--- src/rtl/rmrc_pkg.sv ---
// How it works
// - bits 7-6 pick modulation: 10 frequency-shift (reset), 01 on-off, others reserved.
// - data mode from bit 2 high, bit 5 low: 00 continuous, 01 buffered, 1x packet.
// - bits 4-3 pick on-off threshold: 00 fixed, 01 peak (reset), 10 average.
// - bits 1-0 pick IF gain: 0, -4.5, -9, -13.5 dB; reset is maximum.
// - eight-bit deviation gives fdev equal to crystal over 32 times value plus one.
// - seven-bit rate gives crystal over 64 times value plus one; reset 7 is 25 kbps.
// - eight-bit on-off floor in 0.5 dB steps, reset 12 meaning 6 dB.
// - rate figures refer to a 12.8 MHz crystal and scale with other crystals.
package rmrc_pkg;
    localparam int unsigned RMRC_ADDR_W = 4;
    localparam int unsigned RMRC_DATA_W = 8;
    // byte addresses: word index times four
    localparam logic [RMRC_ADDR_W-1:0] RMRC_IDX_DMOD = 4'h1;
    localparam logic [RMRC_ADDR_W-1:0] RMRC_IDX_FDEV = 4'h2;
    localparam logic [RMRC_ADDR_W-1:0] RMRC_IDX_RATE = 4'h3;
    localparam logic [RMRC_ADDR_W-1:0] RMRC_IDX_FLOOR = 4'h4;
    localparam logic [RMRC_DATA_W-1:0] RMRC_RST_DMOD = 8'h88;
    localparam logic [RMRC_DATA_W-1:0] RMRC_RST_FDEV = 8'h03;
    localparam logic [RMRC_DATA_W-1:0] RMRC_RST_RATE = 8'h07;
    localparam logic [RMRC_DATA_W-1:0] RMRC_RST_FLOOR = 8'h0c;
    localparam logic [RMRC_DATA_W-1:0] RMRC_RATE_WMASK = 8'h7f;
    localparam int unsigned RMRC_MOD_HI = 7;
    localparam int unsigned RMRC_MOD_LO = 6;
    localparam int unsigned RMRC_DM_LOW_BIT = 5;
    localparam int unsigned RMRC_THR_HI = 4;
    localparam int unsigned RMRC_THR_LO = 3;
    localparam int unsigned RMRC_DM_HIGH_BIT = 2;
    localparam int unsigned RMRC_GAIN_HI = 1;
    localparam int unsigned RMRC_GAIN_LO = 0;
    localparam logic [1:0] RMRC_MOD_FSK = 2'h2;
    localparam logic [1:0] RMRC_MOD_OOK = 2'h1;
    localparam logic [1:0] RMRC_THR_FIXED = 2'h0;
    localparam logic [1:0] RMRC_THR_PEAK = 2'h1;
    localparam logic [1:0] RMRC_THR_AVG = 2'h2;
    localparam logic [1:0] RMRC_DMODE_CONT = 2'h0;
    localparam logic [1:0] RMRC_DMODE_BUF = 2'h1;
    localparam logic [1:0] RMRC_DMODE_PKT = 2'h2;
    localparam logic [31:0] RMRC_BAD_ADDR_DATA = 32'h0000_0000;
    localparam real RMRC_REF_XTAL_MHZ = 12.8;
    localparam int unsigned RMRC_FDEV_DIV = 32;
    localparam int unsigned RMRC_RATE_DIV = 64;
endpackage

--- src/rtl/rmrc_regs.sv ---
`timescale 1ns/1ps
module rmrc_regs (
    input wire logic ref_clk_i, // 250 MHz clock
    input wire logic reset_n_i, // async active-low reset
    input wire logic [5:0] avs_address_i, // byte address
    input wire logic avs_read_i, // read request
    input wire logic avs_write_i, // write request
    input wire logic [31:0] avs_writedata_i, // write data
    input wire logic [3:0] avs_byteenable_i, // byte enables
    output logic [31:0] avs_readdata_o, // read data
    output logic avs_waitrequest_o, // stall
    output logic [1:0] modulation_select_o, // 10 fsk, 01 ook
    output logic [1:0] data_mode_o, // 00 cont, 01 buf, 10 packet
    output logic [1:0] onoff_threshold_type_o, // demod threshold
    output logic [1:0] intermediate_gain_step_o, // if gain step
    output logic mod_reserved_o, // reserved modulation code held
    output logic [7:0] deviation_value_o, // deviation divisor
    output logic [6:0] rate_value_o, // bit-rate divisor
    output logic [7:0] onoff_floor_value_o // floor, 0.5 db steps
);
    logic rst_s1_q;
    logic rst_s2_q;
    logic [7:0] dmod_q, dmod_d;
    logic [7:0] fdev_q, fdev_d;
    logic [7:0] rate_q, rate_d;
    logic [7:0] floor_q, floor_d;
    logic ack_q, ack_d;
    logic wait_q, wait_d;
    logic [31:0] rdata_q, rdata_d;
    logic [1:0] mod_q, mod_d;
    logic [1:0] dm_q, dm_d;
    logic [1:0] thr_q, thr_d;
    logic [1:0] gain_q, gain_d;
    logic modres_q, modres_d;
    logic [3:0] idx;
    logic hit;
    logic req;

    // release reset through two flops
    always_ff @(posedge ref_clk_i or negedge reset_n_i) begin
        if (!reset_n_i) begin
            rst_s1_q <= 1'b0;
            rst_s2_q <= 1'b0;
        end else begin
            rst_s1_q <= 1'b1;
            rst_s2_q <= rst_s1_q;
        end
    end

    assign idx = avs_address_i[5:2];
    assign req = (avs_read_i | avs_write_i) & ~ack_q;
    assign hit = (idx == rmrc_pkg::RMRC_IDX_DMOD) | (idx == rmrc_pkg::RMRC_IDX_FDEV)
               | (idx == rmrc_pkg::RMRC_IDX_RATE) | (idx == rmrc_pkg::RMRC_IDX_FLOOR);

    // one wait state: accept while ack is low, then raise it for one cycle
    always_comb begin
        logic wr;
        wr = avs_write_i & req & avs_byteenable_i[0];
        dmod_d = dmod_q;
        fdev_d = fdev_q;
        rate_d = rate_q;
        floor_d = floor_q;
        ack_d = req;
        // registered stall so the port comes straight from a flop
        wait_d = ~req;
        rdata_d = rdata_q;
        if (wr) begin
            unique case (idx)
                rmrc_pkg::RMRC_IDX_DMOD: dmod_d = avs_writedata_i[7:0];
                rmrc_pkg::RMRC_IDX_FDEV: fdev_d = avs_writedata_i[7:0];
                rmrc_pkg::RMRC_IDX_RATE: rate_d = avs_writedata_i[7:0] & rmrc_pkg::RMRC_RATE_WMASK;
                rmrc_pkg::RMRC_IDX_FLOOR: floor_d = avs_writedata_i[7:0];
                default: ;
            endcase
        end
        if (avs_read_i & req) begin
            rdata_d = rmrc_pkg::RMRC_BAD_ADDR_DATA;
            unique case (idx)
                rmrc_pkg::RMRC_IDX_DMOD: rdata_d[7:0] = dmod_q;
                rmrc_pkg::RMRC_IDX_FDEV: rdata_d[7:0] = fdev_q;
                rmrc_pkg::RMRC_IDX_RATE: rdata_d[7:0] = rate_q;
                rmrc_pkg::RMRC_IDX_FLOOR: rdata_d[7:0] = floor_q;
                default: ;
            endcase
        end
        if (!hit && avs_read_i && req) begin
            rdata_d = rmrc_pkg::RMRC_BAD_ADDR_DATA;
        end
    end

    // decode fields onto outputs, one cycle after the register
    always_comb begin
        mod_d = dmod_q[rmrc_pkg::RMRC_MOD_HI:rmrc_pkg::RMRC_MOD_LO];
        modres_d = (mod_d != rmrc_pkg::RMRC_MOD_FSK) && (mod_d != rmrc_pkg::RMRC_MOD_OOK);
        if (dmod_q[rmrc_pkg::RMRC_DM_HIGH_BIT]) begin
            dm_d = rmrc_pkg::RMRC_DMODE_PKT;
        end else if (dmod_q[rmrc_pkg::RMRC_DM_LOW_BIT]) begin
            dm_d = rmrc_pkg::RMRC_DMODE_BUF;
        end else begin
            dm_d = rmrc_pkg::RMRC_DMODE_CONT;
        end
        thr_d = dmod_q[rmrc_pkg::RMRC_THR_HI:rmrc_pkg::RMRC_THR_LO];
        gain_d = dmod_q[rmrc_pkg::RMRC_GAIN_HI:rmrc_pkg::RMRC_GAIN_LO];
    end

    always_ff @(posedge ref_clk_i or negedge rst_s2_q) begin
        if (!rst_s2_q) begin
            dmod_q <= rmrc_pkg::RMRC_RST_DMOD;
            fdev_q <= rmrc_pkg::RMRC_RST_FDEV;
            rate_q <= rmrc_pkg::RMRC_RST_RATE;
            floor_q <= rmrc_pkg::RMRC_RST_FLOOR;
            ack_q <= 1'b0;
            wait_q <= 1'b1;
            rdata_q <= 32'h0000_0000;
            mod_q <= rmrc_pkg::RMRC_MOD_FSK;
            dm_q <= rmrc_pkg::RMRC_DMODE_CONT;
            thr_q <= rmrc_pkg::RMRC_THR_PEAK;
            gain_q <= 2'h0;
            modres_q <= 1'b0;
        end else begin
            dmod_q <= dmod_d;
            fdev_q <= fdev_d;
            rate_q <= rate_d;
            floor_q <= floor_d;
            ack_q <= ack_d;
            wait_q <= wait_d;
            rdata_q <= rdata_d;
            mod_q <= mod_d;
            dm_q <= dm_d;
            thr_q <= thr_d;
            gain_q <= gain_d;
            modres_q <= modres_d;
        end
    end

    // waitrequest high except in the acknowledge cycle
    assign avs_waitrequest_o = wait_q;
    assign avs_readdata_o = rdata_q;
    assign modulation_select_o = mod_q;
    assign data_mode_o = dm_q;
    assign onoff_threshold_type_o = thr_q;
    assign intermediate_gain_step_o = gain_q;
    assign mod_reserved_o = modres_q;
    assign deviation_value_o = fdev_q;
    assign rate_value_o = rate_q[6:0];
    assign onoff_floor_value_o = floor_q;
endmodule

--- config.mk ---
export PLATFORM = sky130hd
export DESIGN_NAME = rmrc_regs
export DESIGN_NICKNAME = d
export VERILOG_FILES = /design/src/rtl/rmrc_pkg.sv /design/src/rtl/rmrc_regs.sv
export SDC_FILE = /design/constraint.sdc
export NUM_CORES = 1
export LEC_CHECK = 0
export ABC_AREA = 1
export BUFFER_PORTS_ARGS = -buffer_cell sky130_fd_sc_hd__buf_4
export CAP_MARGIN = 0
export CORE_MARGIN = 10
export CORE_UTILIZATION = 42
export DETAILED_ROUTE_END_ITERATION = 7
export MAX_ROUTING_LAYER = met4
export PLACE_DENSITY = 0.88
export SYNTH_ARGS = -nofsm -noshare
export SYNTH_HDL_FRONTEND = slang
export SYNTH_SLANG_ARGS = --single-unit
--- constraint.sdc ---
create_clock -name ref_clk_i -period 1.53 [get_ports ref_clk_i]
set_input_delay 0 -clock ref_clk_i [delete_from_list [all_inputs] [get_ports ref_clk_i]]
set_output_delay 0 -clock ref_clk_i [all_outputs]
set_load 0.01 [all_outputs]
==> results.txt, run 1 <==
----------------------------------------------------
[Status]
  Outcome ... finished, final reports clean

[Route]
  Remaining routing DRC violations ... 0
  Drt wl/cell ... roughly 16 um
  Detailed Route Iter0 Violations ... about 130
  Routed via count ... around 1900
  Aggregate routed wire length ... around 6100 um
  Count of TritonRoute iterations in the first routing pass ... 4
  Antenna violation net count after detailed routing ... 0
  Vias per inst ... roughly 4.8

[Placement]
  Gp weighted congestion ... between 0.8 and 0.9
  Port bufs ... 57
  HPWL after detailed placement ... roughly 4700 um

[Critical path]
  Critical-path maximum fanout ... 14
  Setup crit start kind ... flop
  Crit path capture type ... flop
  Capturing instance or port of the critical path ... rate_q[4]
  Endpoint arrival time on the critical path ... between 1.5 and 2 ns
  Path type of the worst setup path ... flop to flop
  Worst Setup SP ... ack_q
  Startpoint of the worst register-to-register path ... ack_q
  Register-to-register setup slack ... approximately 0.15 ns
  Data required time at the worst endpoint ... between 1.5 and 2 ns
  Critical Path Slowest Stage Cell ... dfrtp_1
  Critical register-to-register path endpoint ... rate_q[4]
  Largest stage delay on the critical path ... approximately 0.42 ns
  Critical-path cell list ... nor3b_4 -> buf_12 -> nand3_2 -> buf_4 -> nand2_1 -> o21ai_2
  Worst reg2reg path depth ... 6

[Synthesis]
  Synthesized flop and latch total ... between 50 and 60
  Async SR Flop Fraction ... 100%
  Top_reg_cell synth ... dfrtp_1
  Netlist Area Pre-Place ... 2410 sq um
  Share of Yosys cell area claimed by the top area cell type ... between 40% and 50%
  Cell type contributing the most total cell area after synthesis ... dfrtp_1
  Mapped Avg Cell Area ... 9.73 sq um
  Number of enable-type register cells in the synthesized netlist ... 0
  Cell count after synthesis ... 248
  Leading post-synthesis cells by cell area ... dfrtp_1 41%, dfstp_2 13%, nand2_1 9.3%
  Post-synth cell types ... 21
  Seq/Total Area, Yosys ... a little over half
  Count leader, synth ... nand2_1
  Ys Warns ... 0
  Commonest cells post-synth ... 60 x nand2_1, 40 x dfrtp_1, 32 x nand3_1

[Clocking]
  Clk root buf ... clkbuf_8
  Sink Count ... 52
  Htree depth ... 2
  Number of buffers added by the clock tree synthesis step ... 5
  Insertion delay to the later sink of the worst-skew pair ... approximately 0.31 ns
  Clock Tree Buf Depth ... 2
  Cells resized by post-CTS repair ... 0
  Clock tree from TritonCTS ... done
  Post-CTS clock slew at the launch and capture registers of the worst setup and hold paths ... about 0.09 ns

[Pwr]
  Leak pwr ... about 1.5 nW
  Ratio of total power to cell area ... roughly 1100 nW/um^2
  Power Total ... 3.29 mW
  IR Drop Worst-Case VDD ... slightly above 0.4 mV

[Global route]
  Vias in the first global route ... 1819
  Antenna violations before repair ... 0
  Global-route wire length before repair ... between 9000 and 10000 um
  Remaining Overflow, GRT ... 0
  GRT Total Usage ... a little over an eighth
  Pin count of the biggest net entering global routing ... 32

[STA]
  Final critical delay including setup and external delays ... between 1 and 1.5 ns
  Final number of setup-violating endpoints ... 0
  RSZ-0062 raised after global routing ... no
  Post-route fraction of the period consumed by the critical path ... approximately nine tenths
  Number of hold violations in the final report ... 0
  Clock skew after layout ... between 0.007 and 0.008 ns
  Worst slew margin relative to its limit ... roughly two thirds
  Slew Limit Fails ... 0
  Transition time at the pin with the least slew margin ... 0.510 ns
  Final-layout setup total negative slack ... 0 ns
  Peak clock frequency supported by timing ... just over 700 MHz

[Floorplan]
  Width of the die ... about 96 um
  Core region area ... about 5500 sq um
  Num rows ... 27
  Starting density of the core ... between 40% and 50%
  Die Area ... 9170 sq um
  Total I/O pin count ... around 110
  Chip Height ... about 96 um

[Final layout]
  Post-Route Utilization ... 53.5%
  Net count of the finished layout ... roughly 360
  Share of cells above drive strength 1 ... 35.0%
  Number of antenna repair diodes ... 0
  Area growth from synthesis to layout ... 22.8%
  Fillers ... approximately 500

[Job]
  Maximum Capacitance Violations ... 0

[Min path]
  Tightest Hold Check Type ... input port to async pin

----------------------------------------------------
==> timing repair <==
item	4_1_cts	5_1_grt
endpoints found under the setup margin	0	0
hold buffers	2	0
hold endpoints to repair	3	0
setup buffers	0	0
==> per-layer routing <==
| metal | global-route usage [%] | wire (um) | vias up |
|---|---|---|---|
| li1 | - | - | 895 |
| met2 | 21.0 | 2900 | 79 |
| met5 | - | 0 | - |
| met1 | 16.5 | 2560 | 864 |
| met3 | 3.66 | 444 | 13 |
| met4 | 5.90 | 144 | 0 |
==> worst max-delay path, delay by kind of cell, from the launching register on <==
family	cells	cell delay (ns)
flip-flops	1	0.42
AND/OR/NAND/NOR	3	0.41
buffers and inverters	2	0.38
AO/OA/AOI/OAI	1	0.06
==> worst min path at each step <==
stage / to / cells past startpoint / slack (ns) / startpoint
after floorplan: rst_s1_q / 0 / -0.30 / reset_n_i
after global placement: rst_s1_q / 1 / -0.22 / reset_n_i
after CTS: rst_s2_q / 2 / 0.008 / reset_n_i
final: rst_s2_q / 2 / 0.005 / reset_n_i
after global routing: onoff_floor_value_o[7] / 3 / 0.009 / avs_writedata_i[7]
after detailed placement: rst_s1_q / 1 / -0.22 / reset_n_i
==> sequential cells by signal, summed over array words and instances (netlist names) <==
signal	cells
ack_q	1
avs_readdata_o	8
avs_waitrequest_o	1
data_mode_o	2
deviation_value_o	8
dmod_q	8
intermediate_gain_step_o	2
mod_reserved_o	1
modulation_select_o	2
onoff_floor_value_o	8
onoff_threshold_type_o	2
rate_q	7
rst_s1_q	1
rst_s2_q	1
==> cell usage in the layout, fill, tap and decap left out <==
master          n
dfrtp_1        39
nand3_1        32
nor3b_4         1
nor2_2          4
dlygate4sd3_1   2
nand3_2         1
o21ai_2        15
conb_1         25
dfrtp_2         1
nor2_1          2
inv_1          17
clkbuf_1        2
dfstp_2        12
nand2_2         3
nand2_1        60
buf_4          61
o21ai_0         7
nand3_4         3
clkbuf_8        6
buf_12          2
nor2_4          1
xnor2_1         1
a21oi_1         1
o21ai_1        16
==> cell type report <==
| type | instances | area, sq um | share of cell area (%) |
|---|---|---|---|
| Multi-Input combinational cell | 172 | 883 | 29.8 |
| Tap cell | 72 | 90.1 | 3.04 |
| Clock buffer | 8 | 90.1 | 3.04 |
| Timing Repair Buffer | 65 | 518 | 17.5 |
| Inverter | 17 | 63.8 | 2.15 |
| Sequential cell | 52 | 1320 | 44.5 |
==> power breakdown <==
part | leakage, nW | internal [mW] | switching, mW
combinational | 0.844 | 0.346 | 0.386
sequential | 0.652 | 1.61 | 0.163
clock | 0.0455 | 0.370 | 0.422
total | 1.54 | 2.32 | 0.970
==> cells by family (layout without fill, tap and decap cells) <==
| logic type | count (synthesis) | count (layout) | synth area share (%) |
|---|---|---|---|
| AND/OR/NAND/NOR | 107 | 107 | 21.9 |
| other | 2 | 25 | 0.311 |
| XOR/XNOR | 1 | 1 | 0.363 |
| flip-flops | 52 | 52 | 54.6 |
| buffers and inverters | 47 | 90 | 12.4 |
| AO/OA/AOI/OAI | 39 | 39 | 10.4 |
==> per-stage QoR <==
| step | hold slack (ns) | area, sq um | std cells | worst slack (ns) |
|---|---|---|---|---|
| 2_1_floorplan | -0.296 | 2500 | 271 | 0.202 |
| 3_3_place_gp | -0.217 | 2850 | 376 | 0.228 |
| 3_5_place_dp | -0.216 | 2850 | 376 | 0.158 |
| 4_1_cts | 0.00842 | 2960 | 386 | 0.129 |
| 5_1_grt | 0.00888 | 2960 | 386 | 0.0812 |
| 6_report | 0.00467 | 2960 | 386 | 0.147 |
(Power assumes the default switching activity.)
==> run 2, diff against run 1 <==
--- a/config.mk
+++ b/config.mk
@@ -6,13 +6,13 @@
 export NUM_CORES = 1
 export LEC_CHECK = 0
 export ABC_AREA = 1
-export BUFFER_PORTS_ARGS = -buffer_cell sky130_fd_sc_hd__buf_4
 export CAP_MARGIN = 0
 export CORE_MARGIN = 10
-export CORE_UTILIZATION = 42
+export CORE_UTILIZATION = 50
 export DETAILED_ROUTE_END_ITERATION = 7
+export DONT_BUFFER_PORTS = 1
 export MAX_ROUTING_LAYER = met4
-export PLACE_DENSITY = 0.88
+export PLACE_DENSITY = 0.8
 export SYNTH_ARGS = -nofsm -noshare
 export SYNTH_HDL_FRONTEND = slang
 export SYNTH_SLANG_ARGS = --single-unit
==> run 2 against run 1 <==
Net effect: via count is 10% lower; combinational power is 49% lower; register-to-register slack better by 0.03 ns; sequential cell count stayed put; total power is 3.0% lower; routed wire length is 9.4% lower; cell count is 17% lower; first-iteration DRC count is 3.1% lower; global-route usage is 0.31 points higher; worst hold slack better by 0.015 ns; non-clock buffer count is 48 lower; design area is 11% lower.
==> results.txt, run 2 (same netlist as run 1, synthesis figures left out) <==
----------------------------------------------------
[Floorplan]
  Die Area ... 8000 sq um
  Starting density of the core ... between 50% and 60%
  Total I/O pin count ... 111
  Chip Height ... 89.5 um
  Width of the die ... roughly 90 um
  Num rows ... 25
  Core region area ... around 4700 sq um

[Clocking]
  Count of buffers added by post-CTS timing repair for setup ... 0
  Htree depth ... 2
  Insertion delay to the later sink of the worst-skew pair ... between 0.3 and 0.4 ns
  Post-CTS clock slew at the launch and capture registers of the worst setup and hold paths ... roughly 0.10 ns
  Clock tree from TritonCTS ... done
  Number of buffers added by the clock tree synthesis step ... 5
  Clock Tree Buf Depth ... 2
  Cells resized by post-CTS repair ... 0
  Clk root buf ... clkbuf_8
  Sink Count ... between 50 and 60
  Hold-fix buffer count after cts ... 12

[Status]
  Outcome ... finished, final reports clean

[Global route]
  Vias in the first global route ... approximately 1600
  Global-route wire length before repair ... slightly above 8000 um
  Remaining Overflow, GRT ... 0
  Pin count of the biggest net entering global routing ... just over 50
  Antenna violations before repair ... 0
  GRT Total Usage ... 13.9%

[Route]
  Drt wl/cell ... 17.1 um
  Antenna violation net count after detailed routing ... 0
  Remaining routing DRC violations ... 0
  Count of TritonRoute iterations in the first routing pass ... 4
  Vias per inst ... between 5 and 6
  Aggregate routed wire length ... ~5500 um
  Routed via count ... about 1700
  Detailed Route Iter0 Violations ... approximately 130

[Final layout]
  Fillers ... 419
  Multi-input combinational cell area ... 883 sq um
  Most common library cell in the layout ignoring fill and taps ... nand2_1
  Highest-count cells in the layout ignoring fill and taps ... 60 x nand2_1, 39 x dfrtp_1, 32 x nand3_1
  Area growth from synthesis to layout ... 9.08%
  Number of non-filler instances in the completed layout ... 320
  Number of antenna repair diodes ... 0
  Share of cells above drive strength 1 ... between 20 and 25%
  Net count of the finished layout ... 311
  Area used by sequential logic in the layout ... 1320 sq um

[STA]
  Worst slew margin relative to its limit ... between 60 and 70%
  RSZ-0062 raised after global routing ... no
  Number of hold violations in the final report ... 0
  Final number of setup-violating endpoints ... 0
  Final-layout setup total negative slack ... 0 ns
  Slew Limit Fails ... 0
  Transition time at the pin with the least slew margin ... slightly above 0.5 ns
  Final critical delay including setup and external delays ... between 1 and 1.5 ns
  Setup slack of the critical path after layout ... 0.175 ns
  Post-route fraction of the period consumed by the critical path ... between 80 and 90%
  Clock skew after layout ... around 0.0098 ns
  Peak clock frequency supported by timing ... roughly 740 MHz

[Placement]
  Pre-CTS WS ... 0.189 ns
  Port bufs ... 0
  Dpl cells ... 300
  Gp weighted congestion ... approximately 0.85
  HPWL after detailed placement ... roughly 4200 um

[Critical path]
  Path type of the worst setup path ... flop to flop
  Crit path capture type ... flop
  Delay-heaviest family, CP ... flip-flops
  Largest stage delay on the critical path ... between 0.4 and 0.5 ns
  Critical-path cell list ... nor3b_4 -> buf_12 -> nand3_2 -> buf_4 -> nand2_1 -> o21ai_2
  Register-to-register setup slack ... approximately 0.18 ns
  Setup crit start kind ... flop
  Critical Path Slowest Stage Cell ... dfrtp_1
  Total buffers and inverters traversed by the critical path ... 2
  Endpoint arrival time on the critical path ... roughly 1.6 ns
  Critical-path maximum fanout ... 14
  Data required time at the worst endpoint ... 1.73 ns
  Critical register-to-register path endpoint ... rate_q[6]
  Startpoint of the worst register-to-register path ... ack_q
  Worst reg2reg path depth ... 6

[Job]
  Maximum Capacitance Violations ... 0

[Pwr]
  Ratio of total power to cell area ... ~1200 nW/um^2
  Leak pwr ... ~1.3 nW
  IR Drop Worst-Case VDD ... just over 0.5 mV

[Min path]
  Startpoint of the most critical hold path ... avs_address_i[2]
  Instance count along the most critical hold path ... 3
  Tightest Hold Check Type ... input port to flop
  Hold worst-path end ... deviation_value_o[0]

----------------------------------------------------
## run 2: cell types whose count changed in the layout (fill, tap and decap cells not counted), sizes merged
cell	delta
clkbuf	-3
clkinv	+2
buf	-58
bufinv	+1
dlygate4sd3	+10
## run 2: how the worst max path moves through the flow
stage          slack, ns  cells after the start  startpoint              endpoint
3_5_place_dp        0.19                      6       ack_q             rate_q[6]
6_report            0.18                      6       ack_q             rate_q[6]
3_3_place_gp        0.22                      6       ack_q             rate_q[5]
5_1_grt             0.09                      6       ack_q             rate_q[3]
4_1_cts             0.17                      6       ack_q             rate_q[6]
2_1_floorplan       0.20                      5       ack_q  deviation_value_o[6]
## run 2: cell type report
class | count | area share, %
timing repair buffer | 17 | 6.94
multi-input combinational | 172 | 33.6
tap | 54 | 2.57
clock inverter | 3 | 1.81
inverter | 17 | 2.43
sequential | 52 | 50.1
clock buffer | 5 | 2.62
## run 2: per-stage QoR
stage / hold WS (ns) / util [%] / cell area (sq um) / power, mW
final: 0.0201 / 56.1 / 2630 / 3.20
after detailed placement: -0.296 / 51.0 / 2390 / 2.26
after global placement: -0.296 / 51.0 / 2390 / 2.24
after floorplan: -0.296 / - / 2500 / 2.16
after global routing: 0.0397 / 56.1 / 2630 / 3.36
after CTS: 0.0133 / 56.1 / 2630 / 3.23
## run 2: layer usage
layer | track usage (%) | share of wire (%) | up-vias
met3 | 4.38 | 10 | 14
met2 | 21.7 | 47 | 67
met4 | 6.65 | 2.6 | 0
li1 | - | - | 792
met1 | 16.0 | 40 | 785
met5 | - | 0 | -
## run 2: power by group
group | internal (mW) | leakage [nW] | total (mW) | switching [mW]
Clock | 0.492 | 0.0583 | 0.946 | 0.454
Combinational | 0.149 | 0.589 | 0.375 | 0.225
Sequential | 1.61 | 0.652 | 1.88 | 0.264
## run 2: tightest hold or removal path: stages
cell	delay (ns)
nor2_2	0.07
nand3_4	0.20
o21ai_2	0.07
